--- src/hdl/acr_pkg.sv ---
// acr_pkg: register map, field positions and reset values of the
// converter control block.
// assumes an 8-bit register port with byte offsets as printed.
package acr_pkg;

  // ==========================================================
  // register offsets
  localparam logic [7:0] ACR_OFS_RES_LO   = 8'h78;
  localparam logic [7:0] ACR_OFS_RES_HI   = 8'h79;
  localparam logic [7:0] ACR_OFS_CTL_A    = 8'h7A;
  localparam logic [7:0] ACR_OFS_CTL_B    = 8'h7B;
  localparam logic [7:0] ACR_OFS_MUX      = 8'h7C;
  localparam logic [7:0] ACR_OFS_PIN_DIS  = 8'h7E;
  localparam logic [7:0] ACR_OFS_IRQ_STAT = 8'h70;
  localparam logic [7:0] ACR_OFS_IRQ_MASK = 8'h71;

  // ==========================================================
  // control register A fields
  localparam int ACR_A_ENABLE = 7;
  localparam int ACR_A_START  = 6;
  localparam int ACR_A_AUTO   = 5;
  localparam int ACR_A_DONE   = 4;
  localparam logic [7:0] ACR_A_KEEP_MASK = 8'h0F; // plain r/w low bits

  // control register B fields
  localparam int ACR_B_CMP_MUX = 6;
  localparam logic [7:0] ACR_B_MASK = 8'h47;      // implemented bits

  // mux register fields
  localparam int ACR_M_LEFT = 5;
  localparam logic [7:0] ACR_M_MASK = 8'hEF;      // bit 4 unused

  // interrupt status bits
  localparam int ACR_I_DONE = 0;
  localparam int ACR_I_TRIG = 1;
  localparam int ACR_I_MISS = 2;
  localparam logic [7:0] ACR_I_MASK = 8'h07;

  // ==========================================================
  // reset values
  localparam logic [7:0] ACR_RST_BYTE = 8'h00;
  localparam logic [9:0] ACR_RST_RES  = 10'h000;

  // trigger source codes
  typedef enum logic [2:0] {
    ACR_TRG_FREE   = 3'b000,
    ACR_TRG_CMP    = 3'b001,
    ACR_TRG_EXT0   = 3'b010,
    ACR_TRG_T0_CMA = 3'b011,
    ACR_TRG_T0_OVF = 3'b100,
    ACR_TRG_T1_CMB = 3'b101,
    ACR_TRG_T1_OVF = 3'b110,
    ACR_TRG_T1_CAP = 3'b111
  } acr_trg_src_t;

endpackage

--- src/hdl/acr_adc_ctrl.sv ---
// acr_adc_ctrl: digital control of a 10-bit converter: result bytes,
// auto trigger selection, comparator input mux and pin input disable.
// assumes the analog core pulses conv_done_i with conv_data_i valid,
// and that trigger flags arrive synchronous to clk_sys_i.
`timescale 1ns/10ps
module acr_adc_ctrl
  import acr_pkg::*;
#(
  parameter int RES_W = 10,
  parameter int PIN_N = 8
)(
  input  wire logic               clk_sys_i,
  input  wire logic               reset_i,
  input  wire logic               ce_i,
  // register port
  input  wire logic [7:0]         addr_i,
  input  wire logic [7:0]         wdata_i,
  input  wire logic               wr_i,
  input  wire logic               rd_i,
  output logic      [7:0]         rd_data_o,
  // analog core
  input  wire logic               conv_done_i,
  input  wire logic [RES_W-1:0]   conv_data_i,
  output logic                    conv_start_o,
  output logic                    conv_enable_o,
  // trigger flags, indexed by source code, bit 0 unused
  input  wire logic [7:0]         trig_flags_i,
  // comparator negative input: 1 = converter mux, 0 = dedicated pin
  output logic                    cmp_neg_from_mux_o,
  // pins
  input  wire logic [PIN_N-1:0]   pin_digital_i,
  output logic [PIN_N-1:0]        pin_digital_o,
  output logic [PIN_N-1:0]        pin_input_disable_o,
  output logic                    irq_o
);
  import acr_pkg::*;

  // ==========================================================
  // elaboration checks
  if (RES_W != 10) begin : g_bad_res
    $error("acr_adc_ctrl: result width must be 10");
  end
  if (PIN_N != 8) begin : g_bad_pins
    $error("acr_adc_ctrl: pin count must be 8");
  end

  // ==========================================================
  // presentation of one result byte, hi selects the high byte
  function automatic logic [7:0] acr_present(input logic left,
                                             input logic [9:0] res,
                                             input logic hi);
    logic [7:0] b;
    b = 8'h00;
    if (left)
      b = hi ? res[9:2] : {res[1:0], 6'h00};
    else
      b = hi ? {6'h00, res[9:8]} : res[7:0];
    return b;
  endfunction

  // ==========================================================
  // state
  logic [7:0] ctl_a_r;
  logic [7:0] ctl_b_r;
  logic [7:0] mux_r;
  logic [7:0] pin_dis_r;
  logic [7:0] irq_stat_r;
  logic [7:0] irq_mask_r;
  logic [9:0] result_r;
  logic       lock_r;
  logic       busy_r;
  logic       trig_prev_r;
  logic       done_flag_r;

  logic wr_a, wr_b, wr_m, wr_d, wr_mask;
  logic rd_lo, rd_hi, rd_stat;
  logic enable, auto_on, left;
  logic trig_sig, trig_edge, sw_start, free_restart, start_req, start_ok;
  acr_trg_src_t trg_sel;

  assign wr_a    = wr_i && addr_i == ACR_OFS_CTL_A;
  assign wr_b    = wr_i && addr_i == ACR_OFS_CTL_B;
  assign wr_m    = wr_i && addr_i == ACR_OFS_MUX;
  assign wr_d    = wr_i && addr_i == ACR_OFS_PIN_DIS;
  assign wr_mask = wr_i && addr_i == ACR_OFS_IRQ_MASK;
  assign rd_lo   = rd_i && addr_i == ACR_OFS_RES_LO;
  assign rd_hi   = rd_i && addr_i == ACR_OFS_RES_HI;
  assign rd_stat = rd_i && addr_i == ACR_OFS_IRQ_STAT;

  assign enable  = ctl_a_r[ACR_A_ENABLE];
  assign auto_on = ctl_a_r[ACR_A_AUTO];
  assign left    = mux_r[ACR_M_LEFT];
  assign trg_sel = acr_trg_src_t'(ctl_b_r[2:0]);

  // ==========================================================
  // trigger: the selected flag, forced low when auto is off or the
  // source is free running, so neither can ever make an edge
  always_comb
  begin
    trig_sig = 1'b0;
    case (trg_sel)
      ACR_TRG_FREE: trig_sig = 1'b0;
      default:      trig_sig = auto_on && trig_flags_i[trg_sel];
    endcase
  end

  // a change of selection onto a set flag from a clear one is seen as an edge just like a flag rising
  assign trig_edge    = trig_sig && !trig_prev_r;
  assign sw_start     = wr_a && wdata_i[ACR_A_START] && wdata_i[ACR_A_ENABLE];
  assign free_restart = auto_on && trg_sel == ACR_TRG_FREE && conv_done_i;
  assign start_ok     = enable && (!busy_r || conv_done_i);
  assign start_req    = start_ok && (trig_edge || sw_start || free_restart);

  always_ff @(posedge clk_sys_i)
  begin
    if (reset_i)
      trig_prev_r <= 1'b0;
    else if (ce_i)
      trig_prev_r <= trig_sig;
  end

  // ==========================================================
  // conversion start pulse and busy tracking; disabling aborts
  always_ff @(posedge clk_sys_i)
  begin
    if (reset_i)
    begin
      conv_start_o <= 1'b0;
      busy_r       <= 1'b0;
    end
    else if (ce_i)
    begin
      conv_start_o <= start_req;
      if (!enable)
        busy_r <= 1'b0;
      else if (start_req)
        busy_r <= 1'b1;
      else if (conv_done_i)
        busy_r <= 1'b0;
    end
  end

  // ==========================================================
  // result capture; a read of the low byte freezes the result so the
  // two bytes come from one conversion, unless one completes in that read cycle
  always_ff @(posedge clk_sys_i)
  begin
    if (reset_i)
      result_r <= ACR_RST_RES;
    else if (ce_i && conv_done_i && !lock_r)
      result_r <= conv_data_i;
  end

  always_ff @(posedge clk_sys_i)
  begin
    if (reset_i)
      lock_r <= 1'b0;
    else if (ce_i)
    begin
      if (rd_hi)
        lock_r <= 1'b0;
      else if (rd_lo)
        lock_r <= 1'b1;
    end
  end

  // ==========================================================
  // done flag: set wins over a write-one clear in the same cycle
  always_ff @(posedge clk_sys_i)
  begin
    if (reset_i)
      done_flag_r <= 1'b0;
    else if (ce_i)
    begin
      if (conv_done_i)
        done_flag_r <= 1'b1;
      else if (wr_a && wdata_i[ACR_A_DONE])
        done_flag_r <= 1'b0;
    end
  end

  // ==========================================================
  // software registers
  always_ff @(posedge clk_sys_i)
  begin
    if (reset_i)
    begin
      ctl_a_r    <= ACR_RST_BYTE;
      ctl_b_r    <= ACR_RST_BYTE;
      mux_r      <= ACR_RST_BYTE;
      pin_dis_r  <= ACR_RST_BYTE;
      irq_mask_r <= ACR_RST_BYTE;
    end
    else if (ce_i)
    begin
      if (wr_a)
      begin
        ctl_a_r[ACR_A_ENABLE] <= wdata_i[ACR_A_ENABLE];
        ctl_a_r[ACR_A_AUTO]   <= wdata_i[ACR_A_AUTO];
        ctl_a_r[3:0]          <= wdata_i[3:0] & ACR_A_KEEP_MASK[3:0];
      end
      if (wr_b)
        ctl_b_r <= wdata_i & ACR_B_MASK;
      if (wr_m)
        mux_r <= wdata_i & ACR_M_MASK;
      if (wr_d)
        pin_dis_r <= wdata_i;
      if (wr_mask)
        irq_mask_r <= wdata_i & ACR_I_MASK;
    end
  end

  // ==========================================================
  // interrupt status: sticky, cleared by a read; a new event in the
  // clearing cycle survives
  logic [7:0] irq_events;
  assign irq_events = {5'h00,
                       trig_edge && !start_ok,
                       trig_edge,
                       conv_done_i};

  always_ff @(posedge clk_sys_i)
  begin
    if (reset_i)
      irq_stat_r <= ACR_RST_BYTE;
    else if (ce_i)
      irq_stat_r <= (rd_stat ? 8'h00 : irq_stat_r) | irq_events;
  end

  always_ff @(posedge clk_sys_i)
  begin
    if (reset_i)
      irq_o <= 1'b0;
    else if (ce_i)
      irq_o <= |(irq_stat_r & irq_mask_r);
  end

  // ==========================================================
  // read data, one cycle after the strobe, zero otherwise
  always_ff @(posedge clk_sys_i)
  begin
    if (reset_i)
      rd_data_o <= 8'h00;
    else if (ce_i)
    begin
      rd_data_o <= 8'h00;
      if (rd_i)
      begin
        case (addr_i)
          ACR_OFS_RES_LO:   rd_data_o <= acr_present(left, result_r, 1'b0);
          ACR_OFS_RES_HI:   rd_data_o <= acr_present(left, result_r, 1'b1);
          ACR_OFS_CTL_A:    rd_data_o <= {enable, busy_r, auto_on,
                                          done_flag_r, ctl_a_r[3:0]};
          ACR_OFS_CTL_B:    rd_data_o <= ctl_b_r;
          ACR_OFS_MUX:      rd_data_o <= mux_r;
          ACR_OFS_PIN_DIS:  rd_data_o <= pin_dis_r;
          ACR_OFS_IRQ_STAT: rd_data_o <= irq_stat_r;
          ACR_OFS_IRQ_MASK: rd_data_o <= irq_mask_r;
          default:          rd_data_o <= 8'h00;
        endcase
      end
    end
  end

  // ==========================================================
  // pin side outputs; the gated port input avoids a floating analog
  // level toggling the digital path
  always_ff @(posedge clk_sys_i)
  begin
    if (reset_i)
    begin
      pin_input_disable_o <= '0;
      pin_digital_o       <= '0;
      cmp_neg_from_mux_o  <= 1'b0;
      conv_enable_o       <= 1'b0;
    end
    else if (ce_i)
    begin
      pin_input_disable_o <= pin_dis_r;
      pin_digital_o       <= pin_digital_i & ~pin_dis_r;
      // mux only while the converter is off, else the pin
      cmp_neg_from_mux_o  <= ctl_b_r[ACR_B_CMP_MUX] && !enable;
      conv_enable_o       <= enable;
    end
  end

  // ==========================================================
  // assertions
  property p_right_hi;
    @(posedge clk_sys_i) disable iff (reset_i)
    (ce_i && rd_hi && !left) |=> rd_data_o == {6'h00, $past(result_r[9:8])};
  endproperty
  a_right_hi: assert property (p_right_hi) else $error("right high byte wrong");

  property p_left_lo;
    @(posedge clk_sys_i) disable iff (reset_i)
    (ce_i && rd_lo && left) |=> rd_data_o == {$past(result_r[1:0]), 6'h00};
  endproperty
  a_left_lo: assert property (p_left_lo) else $error("left low byte wrong");

  property p_left_hi;
    @(posedge clk_sys_i) disable iff (reset_i)
    (ce_i && rd_hi && left) |=> rd_data_o == $past(result_r[9:2]);
  endproperty
  a_left_hi: assert property (p_left_hi) else $error("left high byte wrong");

  property p_cmp_mux;
    @(posedge clk_sys_i) disable iff (reset_i)
    ce_i |=> cmp_neg_from_mux_o == ($past(ctl_b_r[ACR_B_CMP_MUX]) && !$past(enable));
  endproperty
  a_cmp_mux: assert property (p_cmp_mux) else $error("comparator mux wrong");

  property p_no_auto;
    @(posedge clk_sys_i) disable iff (reset_i)
    (ce_i && !auto_on && !sw_start) |=> !conv_start_o;
  endproperty
  a_no_auto: assert property (p_no_auto) else $error("start without auto");

  property p_edge_start;
    @(posedge clk_sys_i) disable iff (reset_i)
    (ce_i && trig_sig && !trig_prev_r && enable && !busy_r) |=> conv_start_o;
  endproperty
  a_edge_start: assert property (p_edge_start) else $error("edge lost");

  // free running selection: no start unless software or a completion
  property p_free_none;
    @(posedge clk_sys_i) disable iff (reset_i)
    (ce_i && trg_sel == ACR_TRG_FREE && !sw_start && !conv_done_i)
      |=> !conv_start_o;
  endproperty
  a_free_none: assert property (p_free_none) else $error("free run edge");

  property p_pin_gate;
    @(posedge clk_sys_i) disable iff (reset_i)
    ce_i ##1 ce_i |-> (pin_digital_o & pin_input_disable_o) == '0;
  endproperty
  a_pin_gate: assert property (p_pin_gate) else $error("disabled pin reads one");

  property p_lock_hold;
    @(posedge clk_sys_i) disable iff (reset_i)
    (ce_i && lock_r && !rd_hi) |=> $stable(result_r);
  endproperty
  a_lock_hold: assert property (p_lock_hold) else $error("locked result moved");

  property p_done_set;
    @(posedge clk_sys_i) disable iff (reset_i)
    (ce_i && conv_done_i) |=> done_flag_r;
  endproperty
  a_done_set: assert property (p_done_set) else $error("done flag not set");

  property p_ctlb_zero;
    @(posedge clk_sys_i) disable iff (reset_i)
    (ce_i && rd_i && addr_i == ACR_OFS_CTL_B) |=> (rd_data_o & ~ACR_B_MASK) == 8'h00;
  endproperty
  a_ctlb_zero: assert property (p_ctlb_zero) else $error("control B spare bits");

  c_trig_start: cover property (@(posedge clk_sys_i) disable iff (reset_i)
    trig_edge && enable ##1 conv_start_o);
  c_locked_done: cover property (@(posedge clk_sys_i) disable iff (reset_i)
    lock_r && conv_done_i);
  c_irq: cover property (@(posedge clk_sys_i) disable iff (reset_i)
    rd_stat ##1 irq_o);

endmodule // acr_adc_ctrl

--- config.mk ---
export PLATFORM = sky130hd
export DESIGN_NAME = acr_adc_ctrl
export DESIGN_NICKNAME = d
export VERILOG_FILES = /design/src/hdl/acr_pkg.sv /design/src/hdl/acr_adc_ctrl.sv
export SDC_FILE = /design/constraint.sdc
export NUM_CORES = 1
export LEC_CHECK = 0
export ABC_AREA = 1
export BUFFER_PORTS_ARGS = -buffer_cell sky130_fd_sc_hd__buf_2
export CORE_UTILIZATION = 40
export DETAILED_ROUTE_END_ITERATION = 10
export PLACE_DENSITY = 0.66
export SLEW_MARGIN = 5
export SYNTH_ARGS = -nofsm -noshare
export SYNTH_HDL_FRONTEND = slang
export SYNTH_SLANG_ARGS = --single-unit
--- constraint.sdc ---
create_clock -name clk_sys_i -period 4.1 [get_ports clk_sys_i]
set_input_delay 1.23 -clock clk_sys_i [delete_from_list [all_inputs] [get_ports clk_sys_i]]
set_output_delay 1.23 -clock clk_sys_i [all_outputs]
set_load 0.005 [all_outputs]
### Word level (Yosys, flattened, before mapping)

Cells that the tools add are included.

| cells by class | value |
|---|---|
| bitwise operators | 4 |
| mux-type cells | 15 |
| magnitude comparators | 1 |
| equality and inequality tests | 9 |
| shifts and indexed selects | 0 |
| div/mod/pow operators | 0 |
| multiply operators | 0 |
| add/subtract/negate cells | 0 |
| reductions and logical operators | 41 |

Operators with widths:

| operator | number |
|---|---|
| $eq A8 B7 Y1 const B | 8 |
| $pmux W8 S8 | 1 |
| $mux W8 | 4 |
| $logic_and A1 B1 Y1 | 21 |
| $reduce_and A2 Y1 | 8 |
| $mux W1 | 9 |
| $and A8 B3 Y8 | 1 |
| $and A8 B8 Y8 | 1 |
| $not A8 Y8 | 1 |
| $or A8 B3 Y8 | 1 |
| $reduce_or A8 Y1 | 1 |
| $logic_not A1 Y1 | 5 |
| $lt A3 B4 Y1 const B | 1 |
| $reduce_bool A2 Y1 | 2 |
| $bmux W1 S3 | 1 |
| $logic_not A3 Y1 | 1 |
| $logic_or A1 B1 Y1 | 3 |
| $ne A3 B2 Y1 const B | 1 |

| word-level totals | value |
|---|---|
| bits in writable memories | 0 |
| register bits | 78 |
| logic and storage cells | 88 |
| bits of input ports | 48 |
| latch bits | 0 |
| memories kept | 0 |
| ROM bits | 0 |

### Logic depth before layout (Yosys ltp)

| depth | value |
|---|---|
| word-level depth | 10 |
| gate-level depth with buffers | 11 |
| depth with buffers taken out | 9 |

### Worst setup path after synthesis

OpenSTA, ideal clock, no wires.

| timing path | value |
|---|---|
| path type | input port to flip-flop |
| from | in addr_i[7] |
| to | reg ctl_b_r[0] |
| slack | 1.861 ns |
| library setup time | 0.123 ns |
| data required time | 3.977 ns |
| cell stages on the path | 8 |
| arrival | 2.116 ns |
| path through | inv_1 -> nand2_1 -> nor2_4 -> buf_6 -> buf_4 -> nand3_1 -> o21ai_0 -> a21oi_1 |

| between the ends | value |
|---|---|
| longest elaborated chain between the ends | 3 |

Ends and longest elaborated chain:

| what | RTL line | text |
|---|---|---|
| start: declaration | acr_adc_ctrl.sv:16 | `input wire logic [7:0] addr_i,` |
| $eq A8 B7 Y1 | acr_adc_ctrl.sv:82 | `assign wr_b = wr_i && addr_i == ACR_OFS_CTL_B;` |
| $logic_and A1 B1 Y1 | acr_adc_ctrl.sv:82 |  |
| $reduce_and A2 Y1 (no line) | -- |  |
| end signal: assignment | acr_adc_ctrl.sv:203 | `ctl_b_r <= wdata_i & ACR_B_MASK;` |
| end: declaration | acr_adc_ctrl.sv:64 | `logic [7:0] ctl_b_r;` |

Every way passes these cells.
A chain may end at the register's enable or synchronous reset.

### Final worst setup path

| timing path | value |
|---|---|
| from | in ce_i |
| to | reg result_r[5] |

| between the ends | value |
|---|---|
| longest elaborated chain between the ends | 2 |

Ends and longest elaborated chain:

| what | RTL line | text |
|---|---|---|
| start: declaration | acr_adc_ctrl.sv:14 | `input wire logic ce_i,` |
| $logic_and A1 B1 Y1 (2 in a row) | acr_adc_ctrl.sv:150 | `else if (ce_i && conv_done_i && !lock_r)` |
| end signal: assignment | acr_adc_ctrl.sv:151 | `result_r <= conv_data_i;` |
| end: declaration | acr_adc_ctrl.sv:69 | `logic [9:0] result_r;` |

Every way passes these cells.

==> impl_metrics.py <==
metrics = {
    "run_status": {
        "status": "finished clean",
    },
    "sta": {
        "min_period_ns": 2.60,
        "fin_crit_sh_pct": 63.3,
        "setup_viol": 0,
        "fmax_mhz": 385,
        "setup_slack_ns": 1.50,
        "drv_slew": 0,
        "setup-tns-final_ns": 0,
        "rsz0062_at_grt": "no",
        "finalHoldViolations": 0,
        "skew_ns": 0.00875,
        "slew-limit-headroom_pct": 34.1,
        "tightest_slew_ns": 0.988,
    },
    "finish": {
        "nets": 608,
        "areaGrowthSynthToFinish_pct": 17.3,
        "stdcell_area_um2": 4060,
        "final_cells": 670,
        "n_antenna_cell": 0,
        "drive_gt1_share_pct": 20.5,
    },
    "global_route": {
        "grt_max_degree": 38,
        "grt_pass1_wl_um": 14800,
        "grt_pass1_vias": 2989,
        "grt_antenna_before_repair": 0,
        "grt_overflow": 0,
        "grt_usage_pct": 21.2,
    },
    "logic_synthesis": {
        "yosysWarningCount": 0,
        "ys_types": 26,
        "netlist_top_cells_area": "dfxtp_1 42%, nand2_1 9.8%, a21oi_1 6.8%",
        "synth_common_cells": "90 x nand2_1, 73 x dfxtp_1, 61 x nor2_1",
        "syn_area_um2": 3460,
        "ys_ff_latch": 73,
        "syn_inst": 495,
        "synth_top_area_share_pct": 42.2,
        "synth_flop_cell": "dfxtp_1",
        "synthArstFlopShare_pct": 0,
        "ys_seq_area_share_pct": 42.2,
        "avgSynthCellArea_um2": 6.99,
        "yosys.area.top_type": "dfxtp_1",
        "synth.net_count": 543,
        "synth_most_common_cell": "nand2_1",
        "synth_edf_count": 0,
    },
    "floorplanning": {
        "initial_utilization_pct": 41.7,
        "dieWidth_um": 95.0,
        "ios": 76,
        "core_area_um2": 8300,
        "die_area_um2": 9030,
        "rows": 33,
        "die_h_um": 95.0,
    },
    "placed_design": {
        "place_inst": 654,
        "io_buffers": 74,
        "gp_congestion": 0.849,
        "placed_area_um2": 3870,
        "pre_cts_slack_ns": 1.13,
        "dp.final_hpwl_um": 6530,
    },
    "worst_setup_path": {
        "end_kind": "flip-flop",
        "crit_fanout": 33,
        "start_kind": "input pin",
        "critPathBufInv": 2,
        "crit_chain": "buf_2, nand2_1, nor2_2, inv_1, o21ai_0, a21oi_1",
        "max_stage_delay_ns": 0.43,
        "worstPathRequired_ns": 4.33,
        "cp_slowest_cell": "buf_2",
        "cp.arrival_ns": 2.83,
        "crit_family": "buffers and inverters",
        "worstSetupPathType": "in2reg",
    },
    "cts": {
        "post-cts-setup-buffers": 0,
        "root_buffer": "clkbuf_8",
        "clock-sinks": 73,
        "cts_hold_buf": 0,
        "clk_pin_slew_ns": 0.08,
        "clock_path_buffers": 2,
        "cts_tree": "done",
        "numCtsBuffers": 9,
        "insertion_delay_ns": 0.35,
        "cts_resized": 0,
        "htree_levels": 3,
    },
    "route": {
        "viasPerCell": 5.11,
        "drt-initial-drc-count": 191,
        "drt-total-wl_um": 8990,
        "drc": 0,
        "ant_nets": 0,
        "firstDrtPassIters": 5,
        "vias": 3422,
        "avgRoutedWirePerCell_um": 13.4,
    },
    "power": {
        "clkPwrFrac_pct": 38.2,
        "combinationalPowerShare_pct": 8.9,
        "power.density_nw_per_um2": 343,
        "p_sw_mw": 0.390,
        "seqPwrFrac_pct": 52.9,
        "switching_share_pct": 27.9,
        "leakage_nw": 1.74,
        "vdd_drop_max_mv": 0.171,
        "intPower_mw": 1.00,
    },
    "worst_hold_path": {
        "min_path_type": "reg2reg",
    },
    "run": {
        "drv_cap": 0,
    },
}
[layout make-up]
class,count,area (um^2)
fillers,846,4240
well taps,105,131
clock buffers,9,124
repair buffers,77,393
multi-input cells,344,1680
inverters,55,206
flip-flops and latches,73,1460
clock inverters,7,62.6
[layout by cell type (no fill, tap or decap), types with 6 or more instances in the layout]
| master | n |
|---|---|
| a211oi_1 | 15 |
| a21oi_1 | 47 |
| buf_2 | 74 |
| clkbuf_8 | 9 |
| dfxtp_1 | 73 |
| inv_1 | 51 |
| nand2_1 | 90 |
| nand3_1 | 46 |
| nand3b_1 | 6 |
| nand4_1 | 7 |
| nor2_1 | 61 |
| o21ai_0 | 44 |
| o21ai_1 | 6 |
[power groups by stage]
stage               sequential (mW)  clock, mW  combinational (mW)
finish                        0.738      0.533               0.124
global route                  0.741      0.582               0.140
CTS                           0.738      0.546               0.124
detailed placement            0.755          0               0.124
global placement              0.754          0               0.122
floorplan                     0.754          0              0.0696
[per-layer routing]
layer / up-vias / global-route usage [%] / routed length (um)
li1: 1753 / - / -
met1: 1545 / 30.0 / 4170
met2: 113 / 33.3 / 4160
met3: 11 / 4.23 / 574
met4: 0 / 4.80 / 89
met5: - / 0 / 0
[worst min-delay path, stage by stage (launching register included)]
cell     delay, ns
dfxtp_1       0.31
nand2_1       0.06
a21oi_1       0.05
[logic make-up (layout without fill, tap and decap cells)]
family	count (synthesis)	in the layout	synth area share, %
compound gates	116	116	18.1
buf+inv	78	148	9.22
flops	73	73	42.2
simple gates	228	228	30.5
[path summary, 6_finish.rpt]
path | startpoint | to | slack, ns | cells past startpoint
max | ce_i | result_r[5]$_SDFFE_PP0P_ | 1.50 | 6
min | rd_data_o[1]$_SDFFE_PP0P_ | rd_data_o[1]$_SDFFE_PP0P_ | 0.46 | 2
max reg2reg | mux_r[5]$_SDFFE_PP0P_ | rd_data_o[6]$_SDFFE_PP0P_ | 2.49 | 8
min reg2reg | rd_data_o[1]$_SDFFE_PP0P_ | rd_data_o[1]$_SDFFE_PP0P_ | 0.46 | 2
[flip-flops by register name, summed over array words and instances (netlist names)]
| register | flops |
|---|---|
| result_r | 10 |
| pin_digital_o | 8 |
| pin_dis_r | 8 |
| pin_input_disable_o | 8 |
| rd_data_o | 8 |
| mux_r | 7 |
| ctl_a_r | 6 |
| ctl_b_r | 4 |
| irq_mask_r | 3 |
| irq_stat_r | 3 |
| busy_r | 1 |
| cmp_neg_from_mux_o | 1 |
| conv_enable_o | 1 |
| conv_start_o | 1 |
| done_flag_r | 1 |
| irq_o | 1 |
| lock_r | 1 |
| trig_prev_r | 1 |
[stage by stage]
| stage | hold slack [ns] | power [mW] | utilization [%] |
|---|---|---|---|
| floorplan | 0.434 | 0.823 | - |
| global placement | 0.446 | 0.876 | 46.7 |
| detailed placement | 0.449 | 0.879 | 46.7 |
| CTS | 0.465 | 1.41 | 48.9 |
| global route | 0.481 | 1.46 | 48.9 |
| finish | 0.463 | 1.39 | 48.9 |
(Power assumes the default switching activity.)
